$ cat config.mk
export PLATFORM = sky130hd
export DESIGN_NAME = bgsv_top
export DESIGN_NICKNAME = d
export VERILOG_FILES = /design/src/hw/bgsv_pkg.sv /design/src/hw/bgsv_top.sv
export SDC_FILE = /design/constraint.sdc
export NUM_CORES = 1
export LEC_CHECK = 0
export ABC_AREA = 1
export BUFFER_PORTS_ARGS = -buffer_cell sky130_fd_sc_hd__buf_2
export CAP_MARGIN = 10
export CORE_MARGIN = 8
export CORE_UTILIZATION = 50
export DETAILED_ROUTE_END_ITERATION = 10
export PLACE_DENSITY_LB_ADDON = 0.15
export SLEW_MARGIN = 20
export SYNTH_ARGS = -nofsm -noshare
export SYNTH_HDL_FRONTEND = slang
export SYNTH_SLANG_ARGS = --single-unit
$ cat constraint.sdc
create_clock -name ref_clk_i -period 7.5 [get_ports ref_clk_i]
set_clock_uncertainty 0.05 [all_clocks]
set_input_delay 0.75 -clock ref_clk_i [delete_from_list [all_inputs] [get_ports ref_clk_i]]
set_output_delay 0.75 -clock ref_clk_i [all_outputs]
set_load 0.01 [all_outputs]
$ cat src/hw/bgsv_pkg.sv
// Constants for the buck gate sequencer and charge-voltage decoder.
// Assumes a single 40 MHz reference clock and a plain strobe register port.
package bgsv_pkg;

  ////////////////////////////////////////////////////////////////////////////
  // Clock and timing
  localparam int CLK_HZ        = 40_000_000;  // Reference clock rate
  localparam int FSW_HI_HZ     = 500_000;     // Fast switching rate
  localparam int FSW_LO_HZ     = 300_000;     // Default switching rate
  localparam int DEAD_NS       = 50;          // Break-before-make gap
  localparam int RECHARGE_NS   = 80;          // Low-side recharge pulse
  // Longest period rounds down, least times round up
  localparam int PER_HI_CYC    = CLK_HZ / FSW_HI_HZ;
  localparam int PER_LO_CYC    = CLK_HZ / FSW_LO_HZ;
  localparam int DEAD_CYC      = (DEAD_NS * (CLK_HZ / 1_000_000) + 999) / 1000;
  localparam int RECH_CYC      = (RECHARGE_NS * (CLK_HZ / 1_000_000) + 999) / 1000;
  localparam int BST_LOW_LIMIT = 3;           // Low cycles tolerated

  localparam logic [7:0] PER_HI_LAST = 8'(PER_HI_CYC - 1);
  localparam logic [7:0] PER_LO_LAST = 8'(PER_LO_CYC - 1);
  localparam logic [7:0] DEAD_LAST   = 8'(DEAD_CYC - 1);
  localparam logic [7:0] RECH_LAST   = 8'(RECH_CYC - 1);
  localparam logic [1:0] BST_LIM     = 2'(BST_LOW_LIMIT);

  ////////////////////////////////////////////////////////////////////////////
  // Register map (8-bit address, 16-bit data)
  localparam logic [7:0]  ADDR_MODE   = 8'h12;    // Charger mode
  localparam logic [7:0]  ADDR_STATUS = 8'h13;    // Charger status
  localparam logic [7:0]  ADDR_VREG   = 8'h15;    // Charge voltage, mV
  localparam logic [15:0] MODE_RST    = 16'h0001; // Charge ended, 300 kHz
  localparam logic [15:0] VREG_RST    = 16'h0000; // Invalid until written
  localparam int          MODE_END_B  = 0;        // End charge bit
  localparam int          MODE_FS_B   = 5;        // Switching freq select
  localparam int          ST_DIS_B    = 0;        // Converter disabled
  localparam int          ST_SYNC_B   = 2;        // Synchronous mode
  localparam int          ST_RFSH_B   = 3;        // Bootstrap refresh seen
  localparam int          ST_VOR_B    = 8;        // Voltage out of range

  ////////////////////////////////////////////////////////////////////////////
  // Charge voltage decode, all in mV
  localparam logic [15:0] V_WAKE     = 16'h2328;  // 9000
  localparam logic [15:0] V_3C_LO    = 16'h2EE0;  // 12000
  localparam logic [15:0] V_3C_HI    = 16'h3840;  // 14400
  localparam logic [15:0] V_4C_LO    = 16'h3E80;  // 16000
  localparam logic [15:0] V_4C_HI    = 16'h4B00;  // 19200
  localparam logic [16:0] STEP_3C_Q4 = 17'h0004B; // 18.75 mV times 4
  localparam logic [16:0] STEP_4C    = 17'h00019; // 25 mV
  localparam logic [6:0]  CODE_MAX   = 7'h7F;     // 127 of 128 steps
  localparam logic [2:0]  CELLS_2    = 3'h2;
  localparam logic [2:0]  CELLS_3    = 3'h3;
  localparam logic [2:0]  CELLS_4    = 3'h4;

  ////////////////////////////////////////////////////////////////////////////
  // Gate sequencer states
  typedef enum logic [5:0] {
    ST_OFF   = 6'h01,  // Converter disabled, both off
    ST_HS    = 6'h02,  // High side on
    ST_DEADF = 6'h04,  // Gap after high side off
    ST_LS    = 6'h08,  // Low side on
    ST_DEADR = 6'h10,  // Gap before high side on
    ST_IDLE  = 6'h20   // Both off until next cycle
  } bgsv_state_t;

endpackage

$ cat src/hw/bgsv_top.sv
// Gate sequencer for a synchronous buck charger plus charge-voltage decode.
// Assumes comparator inputs arrive asynchronously from the analog side and
// that the register master follows the one-cycle strobe protocol.
//
// Implementation choices: the register offsets and the strobed register port.
`timescale 1ns/10ps
`default_nettype none

module bgsv_top
  import bgsv_pkg::*;
(
  input  wire logic        ref_clk_i,        // 40 MHz reference clock
  input  wire logic        rst_i,            // Synchronous reset, high
  input  wire logic        ce_i,             // Clock enable, low freezes
  input  wire logic [7:0]  reg_addr_i,       // Register address
  input  wire logic [15:0] reg_wdata_i,      // Write data
  input  wire logic        reg_wr_i,         // Write strobe
  input  wire logic        reg_rd_i,         // Read strobe
  output logic      [15:0] reg_rdata_o,      // Read data, cycle after
  input  wire logic        error_amp_above_i, // Error amp output above ramp
  input  wire logic        sync_current_above_i, // Current above sync set
  input  wire logic        bootstrap_low_i,  // Bootstrap supply under 4.5 V
  output logic             hs_gate_o,        // High-side gate drive
  output logic             ls_gate_o,        // Low-side gate drive
  output logic             ramp_reset_o,     // Cycle start pulse to ramp
  output logic      [6:0]  cell_code_o,      // Per-cell voltage code
  output logic      [2:0]  cell_count_o,     // Cell count
  output logic             voltage_out_of_range_flag_o // Invalid setting
);

  ////////////////////////////////////////////////////////////////////////////
  // Input synchronisers: three flops, accept when second and third agree
  wire  [2:0] in_f_w;    // Filtered levels, one per input
  wire  [2:0] raw_w = {bootstrap_low_i, sync_current_above_i, error_amp_above_i};

  genvar g;
  generate
    for (g = 0; g < 3; g++) begin : gen_sync
      logic [2:0] chain_r;  // Three-flop chain, one owner per input
      logic       filt_r;   // Accepted level
      // Shift chain, update filtered copy only on agreement
      always_ff @(posedge ref_clk_i) begin
        if (rst_i) begin
          chain_r <= 3'h0;
          filt_r  <= 1'b0;
        end else if (ce_i) begin
          chain_r <= {chain_r[1:0], raw_w[g]};
          if (chain_r[1] == chain_r[2]) begin
            filt_r <= chain_r[2];
          end
        end
      end
      assign in_f_w[g] = filt_r;
    end
  endgenerate

  wire duty_w  = in_f_w[0];  // Duty request level
  wire sync_w  = in_f_w[1];  // Synchronous mode wanted
  wire bstlo_w = in_f_w[2];  // Bootstrap low

  ////////////////////////////////////////////////////////////////////////////
  // Registers
  logic [15:0] mode_r;    // Charger mode
  logic [15:0] vreg_r;    // Charge voltage in mV
  logic        rfsh_st_r; // Sticky refresh seen

  wire wr_mode_w = reg_wr_i && (reg_addr_i == ADDR_MODE);
  wire wr_vreg_w = reg_wr_i && (reg_addr_i == ADDR_VREG);
  wire rd_stat_w = reg_rd_i && (reg_addr_i == ADDR_STATUS);

  ////////////////////////////////////////////////////////////////////////////
  // Charge voltage decode
  // Per-cell step decode
  wire [16:0] d3_w    = {1'b0, vreg_r - V_3C_LO} << 2;
  wire [16:0] q3_w    = d3_w / STEP_3C_Q4;
  wire [16:0] q4_w    = {1'b0, vreg_r - V_4C_LO} / STEP_4C;
  wire        is_wake_w = (vreg_r == V_WAKE);
  wire        in_3c_w = (vreg_r >= V_3C_LO) && (vreg_r < V_3C_HI);
  wire        in_4c_w = (vreg_r >= V_4C_LO) && (vreg_r < V_4C_HI);
  wire        over_w  = (vreg_r >= V_4C_HI);
  wire        vor_w   = !(is_wake_w || in_3c_w || in_4c_w);
  // Gaps disable; wake and over still run
  wire        v_ok_w  = is_wake_w || in_3c_w || in_4c_w || over_w;
  wire [6:0]  code_w  = in_3c_w ? q3_w[6:0] :
                        in_4c_w ? q4_w[6:0] :
                        over_w  ? CODE_MAX  : 7'h00;
  // Wake setting counts as two cells
  wire [2:0]  cells_w = is_wake_w ? CELLS_2 :
                        in_3c_w   ? CELLS_3 :
                        (in_4c_w || over_w) ? CELLS_4 : 3'h0;
  wire        en_w    = v_ok_w && !mode_r[MODE_END_B];

  ////////////////////////////////////////////////////////////////////////////
  // Register writes and read data
  wire [15:0] status_w = ({15'h0000, !en_w} << ST_DIS_B) |
                         ({15'h0000, sync_w} << ST_SYNC_B) |
                         ({15'h0000, rfsh_st_r} << ST_RFSH_B) |
                         ({15'h0000, vor_w} << ST_VOR_B);
  wire [15:0] rdata_w  = (reg_addr_i == ADDR_MODE)   ? mode_r :
                         (reg_addr_i == ADDR_STATUS) ? status_w :
                         (reg_addr_i == ADDR_VREG)   ? vreg_r : 16'h0000;

  // Register file, read data held only in the cycle after the strobe
  always_ff @(posedge ref_clk_i) begin
    if (rst_i) begin
      mode_r      <= MODE_RST;
      vreg_r      <= VREG_RST;
      reg_rdata_o <= 16'h0000;
    end else if (ce_i) begin
      if (wr_mode_w) begin
        mode_r <= reg_wdata_i;
      end
      if (wr_vreg_w) begin
        vreg_r <= reg_wdata_i;
      end
      reg_rdata_o <= reg_rd_i ? rdata_w : 16'h0000;
    end
  end

  ////////////////////////////////////////////////////////////////////////////
  // Switching period counter
  logic [7:0] per_cnt_r;  // Position in period
  wire  [7:0] per_last_w = mode_r[MODE_FS_B] ? PER_HI_LAST : PER_LO_LAST;
  wire        cyc_end_w  = (per_cnt_r >= per_last_w);

  // Free-running period counter
  always_ff @(posedge ref_clk_i) begin
    if (rst_i) begin
      per_cnt_r <= 8'h00;
    end else if (ce_i) begin
      per_cnt_r <= cyc_end_w ? 8'h00 : per_cnt_r + 8'h01;
    end
  end

  ////////////////////////////////////////////////////////////////////////////
  // Bootstrap watch
  logic [1:0] bst_cnt_r;  // Consecutive low cycles
  logic       rreq_r;     // Refresh pending

  bgsv_state_t st_r, st_nxt;
  logic [7:0]  t_r;       // Interval timer
  logic        rfsh_r;    // Current low pulse is a refresh
  wire         ls_start_w = (st_nxt == ST_LS) && (st_r != ST_LS);

  // Count low cycles at each boundary, set wins over clear
  always_ff @(posedge ref_clk_i) begin
    if (rst_i) begin
      bst_cnt_r <= 2'h0;
      rreq_r    <= 1'b0;
      rfsh_st_r <= 1'b0;
    end else if (ce_i) begin
      if (cyc_end_w && bstlo_w && bst_cnt_r == BST_LIM) begin
        rreq_r    <= 1'b1;
        rfsh_st_r <= 1'b1;
        bst_cnt_r <= 2'h0;
      end else begin
        if (ls_start_w) begin
          rreq_r <= 1'b0;
        end
        if (cyc_end_w) begin
          bst_cnt_r <= bstlo_w ? bst_cnt_r + 2'h1 : 2'h0;
        end
        if (rd_stat_w) begin
          rfsh_st_r <= 1'b0;
        end
      end
    end
  end

  ////////////////////////////////////////////////////////////////////////////
  // Gate sequencer
  wire dead_done_w = (t_r >= DEAD_LAST);
  wire rech_done_w = (t_r >= RECH_LAST);
  logic rfsh_nxt;

  // Next state
  always_comb begin
    st_nxt   = st_r;
    rfsh_nxt = rfsh_r;
    if (!en_w) begin
      st_nxt   = ST_OFF;
      rfsh_nxt = 1'b0;
    end else begin
      case (st_r)
        ST_OFF, ST_IDLE: begin
          if (cyc_end_w && duty_w) begin
            st_nxt = ST_HS;
          end
        end
        ST_HS: begin
          // Hold on while request stays high and no refresh is pending
          if (!duty_w || rreq_r) begin
            st_nxt   = ST_DEADF;
            rfsh_nxt = rreq_r;
          end
        end
        ST_DEADF: begin
          if (dead_done_w) begin
            st_nxt = ST_LS;
          end
        end
        ST_LS: begin
          if (rfsh_r && rech_done_w) begin
            // Back to full duty after refresh
            st_nxt   = ST_DEADR;
            rfsh_nxt = 1'b0;
          end else if (!rfsh_r && !sync_w && rech_done_w) begin
            st_nxt = ST_IDLE;
          end else if (!rfsh_r && cyc_end_w) begin
            st_nxt = duty_w ? ST_DEADR : ST_IDLE;
          end
        end
        ST_DEADR: begin
          if (dead_done_w) begin
            st_nxt = duty_w ? ST_HS : ST_IDLE;
          end
        end
        default: begin
          st_nxt = ST_OFF;
        end
      endcase
    end
  end

  // State, timer and registered gate outputs
  always_ff @(posedge ref_clk_i) begin
    if (rst_i) begin
      st_r         <= ST_OFF;
      t_r          <= 8'h00;
      rfsh_r       <= 1'b0;
      hs_gate_o    <= 1'b0;
      ls_gate_o    <= 1'b0;
      ramp_reset_o <= 1'b0;
    end else if (ce_i) begin
      st_r         <= st_nxt;
      rfsh_r       <= rfsh_nxt;
      t_r          <= (st_nxt != st_r) ? 8'h00 : t_r + 8'h01;
      hs_gate_o    <= (st_nxt == ST_HS);
      ls_gate_o    <= (st_nxt == ST_LS);
      ramp_reset_o <= cyc_end_w;
    end
  end

  // Decode results registered for the analog side
  always_ff @(posedge ref_clk_i) begin
    if (rst_i) begin
      cell_code_o                 <= 7'h00;
      cell_count_o                <= 3'h0;
      voltage_out_of_range_flag_o <= 1'b0;
    end else if (ce_i) begin
      cell_code_o                 <= code_w;
      cell_count_o                <= cells_w;
      voltage_out_of_range_flag_o <= vor_w;
    end
  end

  logic [7:0] ls_len_h;  // Enabled cycles of low-side on
  logic [7:0] off_len_h; // Enabled cycles of both off
  always_ff @(posedge ref_clk_i) begin
    if (rst_i) begin
      ls_len_h  <= 8'h00;
      off_len_h <= 8'h00;
    end else if (ce_i) begin
      ls_len_h  <= ls_gate_o ? ls_len_h + 8'h01 : 8'h00;
      off_len_h <= (hs_gate_o || ls_gate_o) ? 8'h00 : off_len_h + 8'h01;
    end
  end
endmodule

`default_nettype wire

After elaboration in Yosys (flattened, before gate mapping)
Cells that the tools add are included.
- output and inout bits: 30
- word-level logic and storage cells: 134
- register bits after elaboration: 101
- eq/ne operators: 21
- bitwise operators: 3
- reductions and logical operators: 38
- div/mod/pow operators: 2
- add/subtract/negate cells: 5
- order comparisons: 8
- muxes and demuxes: 35
- operators by type and width (cell ; number):
    16-bit two-way mux ; 4
    6-bit two-way mux ; 10
    16-bit by 14-bit >= comparator with 1-bit output, second input constant ; 2
    6-bit case mux with 5 select lines ; 1
    8-bit by 5-bit == test with 1-bit output, second input constant ; 3
    8-bit two-way mux ; 3
    7-bit two-way mux ; 3
    16-bit by 5-bit divider with 17-bit output, second input constant ; 1
    17-bit by 7-bit divider with 17-bit output, second input constant ; 1
    8-bit by 1-bit adder with 8-bit output, second input constant ; 2
    16-bit by 14-bit == test with 1-bit output, second input constant ; 1
    16-bit by 15-bit >= comparator with 1-bit output, second input constant ; 1
    16-bit by 14-bit less-than comparator with 1-bit output, second input constant ; 1
    16-bit by 15-bit less-than comparator with 1-bit output, second input constant ; 1
    2-bit AND reduction ; 8
    16-bit by 14-bit subtractor with 16-bit output, second input constant ; 1
    15-bit by 14-bit subtractor with 15-bit output, second input constant ; 1
    1-bit logical AND ; 14
    6-bit by 2-bit == test with 1-bit output, second input constant ; 2
    6-bit by 4-bit == test with 1-bit output, second input constant ; 2
    3-bit two-way mux ; 3
    4-bit by 9-bit OR with 9-bit output ; 1
    8-bit by 1-bit >= comparator with 1-bit output, second input constant ; 1
    8-bit by 2-bit >= comparator with 1-bit output, second input constant ; 1
    22 further kinds ; 44

Logic depth before layout (Yosys ltp)
- depth in word-level cells: 13
- depth in mapped cells: 82

Worst setup path after synthesis
OpenSTA, ideal clock, no wires.
- path type: flip-flop to flip-flop
- start point: register vreg_r[5]
- end point: register cell_code_o[0]
- arrival time: 7.535 ns
- required time: 7.341 ns
- path buffers: 3
- stages on the path, launching flop included: 73
- setup time: 0.109 ns
- slack: -0.194 ns
- cells stage by stage: dfxtp_1 -> buf_6 -> inv_1 -> buf_6 -> ha_1 -> inv_1 -> nand3_1 -> nor2_1 -> nand4_1 -> nand3_4 -> nand3_1 -> nand2_4 -> inv_2 -> o21ai_4 -> nand3_4 -> nand2_2 -> nand2_2 -> inv_2 -> [37 not listed] -> nor2_1 -> nand2_2 -> nand3_4 -> buf_12 -> nand2_4 -> nand2_2 -> ha_1 -> inv_1 -> nand3_2 -> xor2_1 -> nand2_1 -> nand2_1 -> nor2_1 -> nand3_1 -> nand2_1 -> nand3_1 -> nand2_1 -> inv_1
- word-level cells in the longest chain between the ends: 4
- elaborated cells between the ends (all ways): 14
- ends and longest elaborated chain (what ; RTL line ; text):
    from (decl) ; bgsv_top.sv:64 ; logic [15:0] vreg_r;
    from (signal assigned) ; bgsv_top.sv:114 ; vreg_r <= reg_wdata_i;
    parallel branches: the longest is 3 deep, another holds 17-bit by 7-bit divider with 17-bit output ; - ;
    7-bit two-way mux * ; bgsv_top.sv:84 ; wire [6:0] code_w = in_3c_w ? q3_w[6:0] :
    to (signal assigned) ; bgsv_top.sv:251 ; cell_code_o <= code_w;
    to (decl) ; bgsv_top.sv:26 ; output logic [6:0] cell_code_o,
Every way passes the cells marked *.
A chain may end at the register's enable or synchronous reset.

Final worst setup path
- start point: register vreg_r[7]
- end point: register cell_code_o[0]
Same word-level chain as after synthesis.

==> impl_metrics.toml <==
[status]
status = "complete, but fails checks"
failed_checks = "negative setup slack"

[cells_and_area]
drive_above_1_share_pct = 38.08
fillCellCount = 1727
diodes = 0
final_nets = 1921
syn_to_final_growth_pct = 34.50

[timing]
final.min_clock_period_ns = 7.765
setup_ws_ns = -0.2652
worst_pin_slew_ns = 1.088
setup_viol = 2
fmax_ghz = 0.1288
rsz0062_at_grt = "yes"
fin_crit_sh_pct = 103.5
maxSlewHeadroom_pct = 27.24
slew_violations = 0
holdWs_ns = 0.4029
finalHoldViolCount = 0

[global_routing]
grt_pass1_vias = 10100
grt_max_degree = 54
antenna_found_initial = 0
gr-usage-all-layers_pct = 21.79
grt-ovfl-total = 0
grt_pass1_wl_um = 45330

[floorplan]
coreArea_um2 = 19400
start_util_pct = 50.76
dieArea_um2 = 24440
rows = 51
io_pins = 62
dieHeight_um = 156.3
fp.dieW_um = 156.3

[placed_design]
hpwl_um = 19970
gp_congestion = 0.9169
io_buffers = 61

[synth]
synth_ff_type = "dfxtp_1"
yosysTopAreaCell = "dfxtp_1"
synth_area_leaders = "dfxtp_1 (21%), nand2_1 (15%), nand2_2 (7.6%), inv_1 (6.7%), nand3_1 (6.4%)"
synth_fp_nets = 1642
synthTopCellsByCount = "nand2_1 (406), inv_1 (176), nor2_1 (143)"
synth_area_um2 = 9847
yosysSeqAreaShare_pct = 20.53
syn_avg_cell_area_um2 = 6.189
yosys_warnings = 0
synth-edff-count = 0
synth.most_common_cell = "nand2_1"
async_reset_ff_share_pct = 0
synth_cell_type_count = 62
yosysTopAreaCellShare_pct = 20.53
syn_inst = 1591
ys_ff_latch = 101

[drt]
wirelength_um = 27620
vias = 10950
wl_per_cell_um = 12.91
avgViaCountPerCell = 5.117
drc_errors = 0
drt-initial-drc-count = 621
firstDrtPassIters = 5
drtAntennaViolNets = 0

[power]
ir_worst_vdd_v = 0.0006074
finalPower_mw = 6.228
cellLeakagePower_nw = 6.522
p_per_area_nw_per_um2 = 470.2

[clock_tree]
cts_buffers = 9
insertion_delay_ns = 0.35
clk_path_buf_depth = 2
cts_root_buf = "clkbuf_16"
postCtsHoldBufs = 0
clock_sinks = 101
h-tree-depth = 3
clk_pin_slew_ns = 0.07
cts_tree = "built"

[critical_path]
crit_required_ns = 7.70
end_kind = "flop"
slowest_delay_ns = 0.38
worstPathArrival_ns = 7.97
crit_top_cell = "nand2_2"
crit_type = "flop to flop"
r2r_slack_ns = -0.27
slowest_stage = "dfxtp_4"
start_kind = "flop"
crit_fanout = 8

[hold_path]
hold_path.class = "flop to flop"

[flow_run]
maxCapViolCount = 0
flip-flops by register name, indices dropped and copies added, names as in the netlist, 2 cells and up:
register,cells
cell_count_o,3
per_cnt_r,8
reg_rdata_o,16
t_r,8
bst_cnt_r,2
cell_code_o,7
vreg_r,16
mode_r,16
st_r,6
gen_sync.chain_r,9
cell usage in the layout (no fill, tap or decap), types with 7 or more instances in the layout:
cell,netlist,routed
xnor2_1,8,8
o21ai_1,9,8
nand3_4,14,16
o21ai_0,63,61
inv_1,176,164
nor4_1,7,7
nand2_2,119,140
nand4_1,47,47
a21oi_2,3,7
a21oi_1,84,79
clkbuf_16,0,9
dfxtp_1,101,93
nor2_2,16,36
nand2_4,26,61
buf_4,2,229
inv_2,28,37
nand3_1,126,109
a211oi_1,16,16
nand2_1,406,348
ha_1,19,14
xor2_1,34,29
o211ai_1,10,10
buf_6,5,11
o22ai_1,16,15
nor3_1,9,9
nor2_4,4,14
nor2_1,143,113
buf_2,0,61
nand3_2,12,29
routing by layer:
layer	track usage [%]	part of all wire, %
met1	27.94	46
met2	37.75	49
met3	3.447	4.4
met4	4.531	0.84
met5	0	0
metrics by stage:
stage	instance area (um2)	setup TNS [ns]	cells	worst slack (ns)	utilization, %
6_report	13240	-0.3773	2140	-0.2652	68.27
5_1_grt	13240	-1.627	2140	-0.9355	68.27
4_1_cts	12700	-0.05121	2124	-0.05121	65.48
3_5_place_dp	11770	-0.4151	2070	-0.3143	60.65
3_3_place_gp	11770	-0.1255	2070	-0.1255	60.65
2_1_floorplan	9912	0	1591	0.007581	-
logic make-up (layout without fill, tap and decap cells):
kind of cell / count (synthesis) / after routing / synth area share [%]
adders and majority gates: 19 / 19 / 2.414
and+or+nand+nor: 945 / 948 / 48.55
xor gates and xnor gates: 44 / 44 / 4.181
buffers and inverters: 255 / 536 / 10.64
AOI/OAI and AO/OA: 227 / 227 / 13.69
DFF: 101 / 101 / 20.53
final timing paths:
| check | startpoint | endpoint | cells after the start |
|---|---|---|---|
| min reg2reg | mode_r[2]$_SDFFE_PP0P_ | mode_r[2]$_SDFFE_PP0P_ | 2 |
| max | vreg_r[7]$_SDFFE_PP0P_ | cell_code_o[0]$_SDFFE_PP0P_ | 67 |
| min | mode_r[2]$_SDFFE_PP0P_ | mode_r[2]$_SDFFE_PP0P_ | 2 |
| max reg2reg | vreg_r[7]$_SDFFE_PP0P_ | cell_code_o[0]$_SDFFE_PP0P_ | 67 |
what timing repair did:
item | in CTS | in global routing
setup endpoints to repair | 2 | 3
gates cloned | 3 | 0
gates resized for setup | 99 | 111
setup buffers | 35 | 16
pin swaps | 90 | 69
area by class of cell:
| cell class | instances | area, um2 | area share, % |
|---|---|---|---|
| clock inverters | 6 | 51.30 | 0.3873 |
| multi-input cells | 1238 | 7567 | 57.14 |
| inverters | 218 | 847.1 | 6.396 |
| flip-flops and latches | 101 | 2039 | 15.40 |
| repair buffers | 302 | 2168 | 16.37 |
| well taps | 265 | 331.6 | 2.504 |
| clock buffers | 10 | 239.0 | 1.804 |
worst max-delay path: cells and delay by family, from the launching register on:
kind / cells / cell delay [ns]
AND/OR/NAND/NOR: 49 / 4.99
AO/OA/AOI/OAI: 6 / 1.01
buffers and inverters: 12 / 1.18
flip-flops: 1 / 0.38
power breakdown:
| part | switching [mW] | total, mW | internal, mW |
|---|---|---|---|
| Combinational | 2.92 | 5.22 | 2.30 |
| Sequential | 0.00672 | 0.550 | 0.543 |
| Clock | 0.221 | 0.462 | 0.240 |
| Total | 3.15 | 6.23 | 3.08 |
No activity file was read; power rests on OpenSTA's default activity.
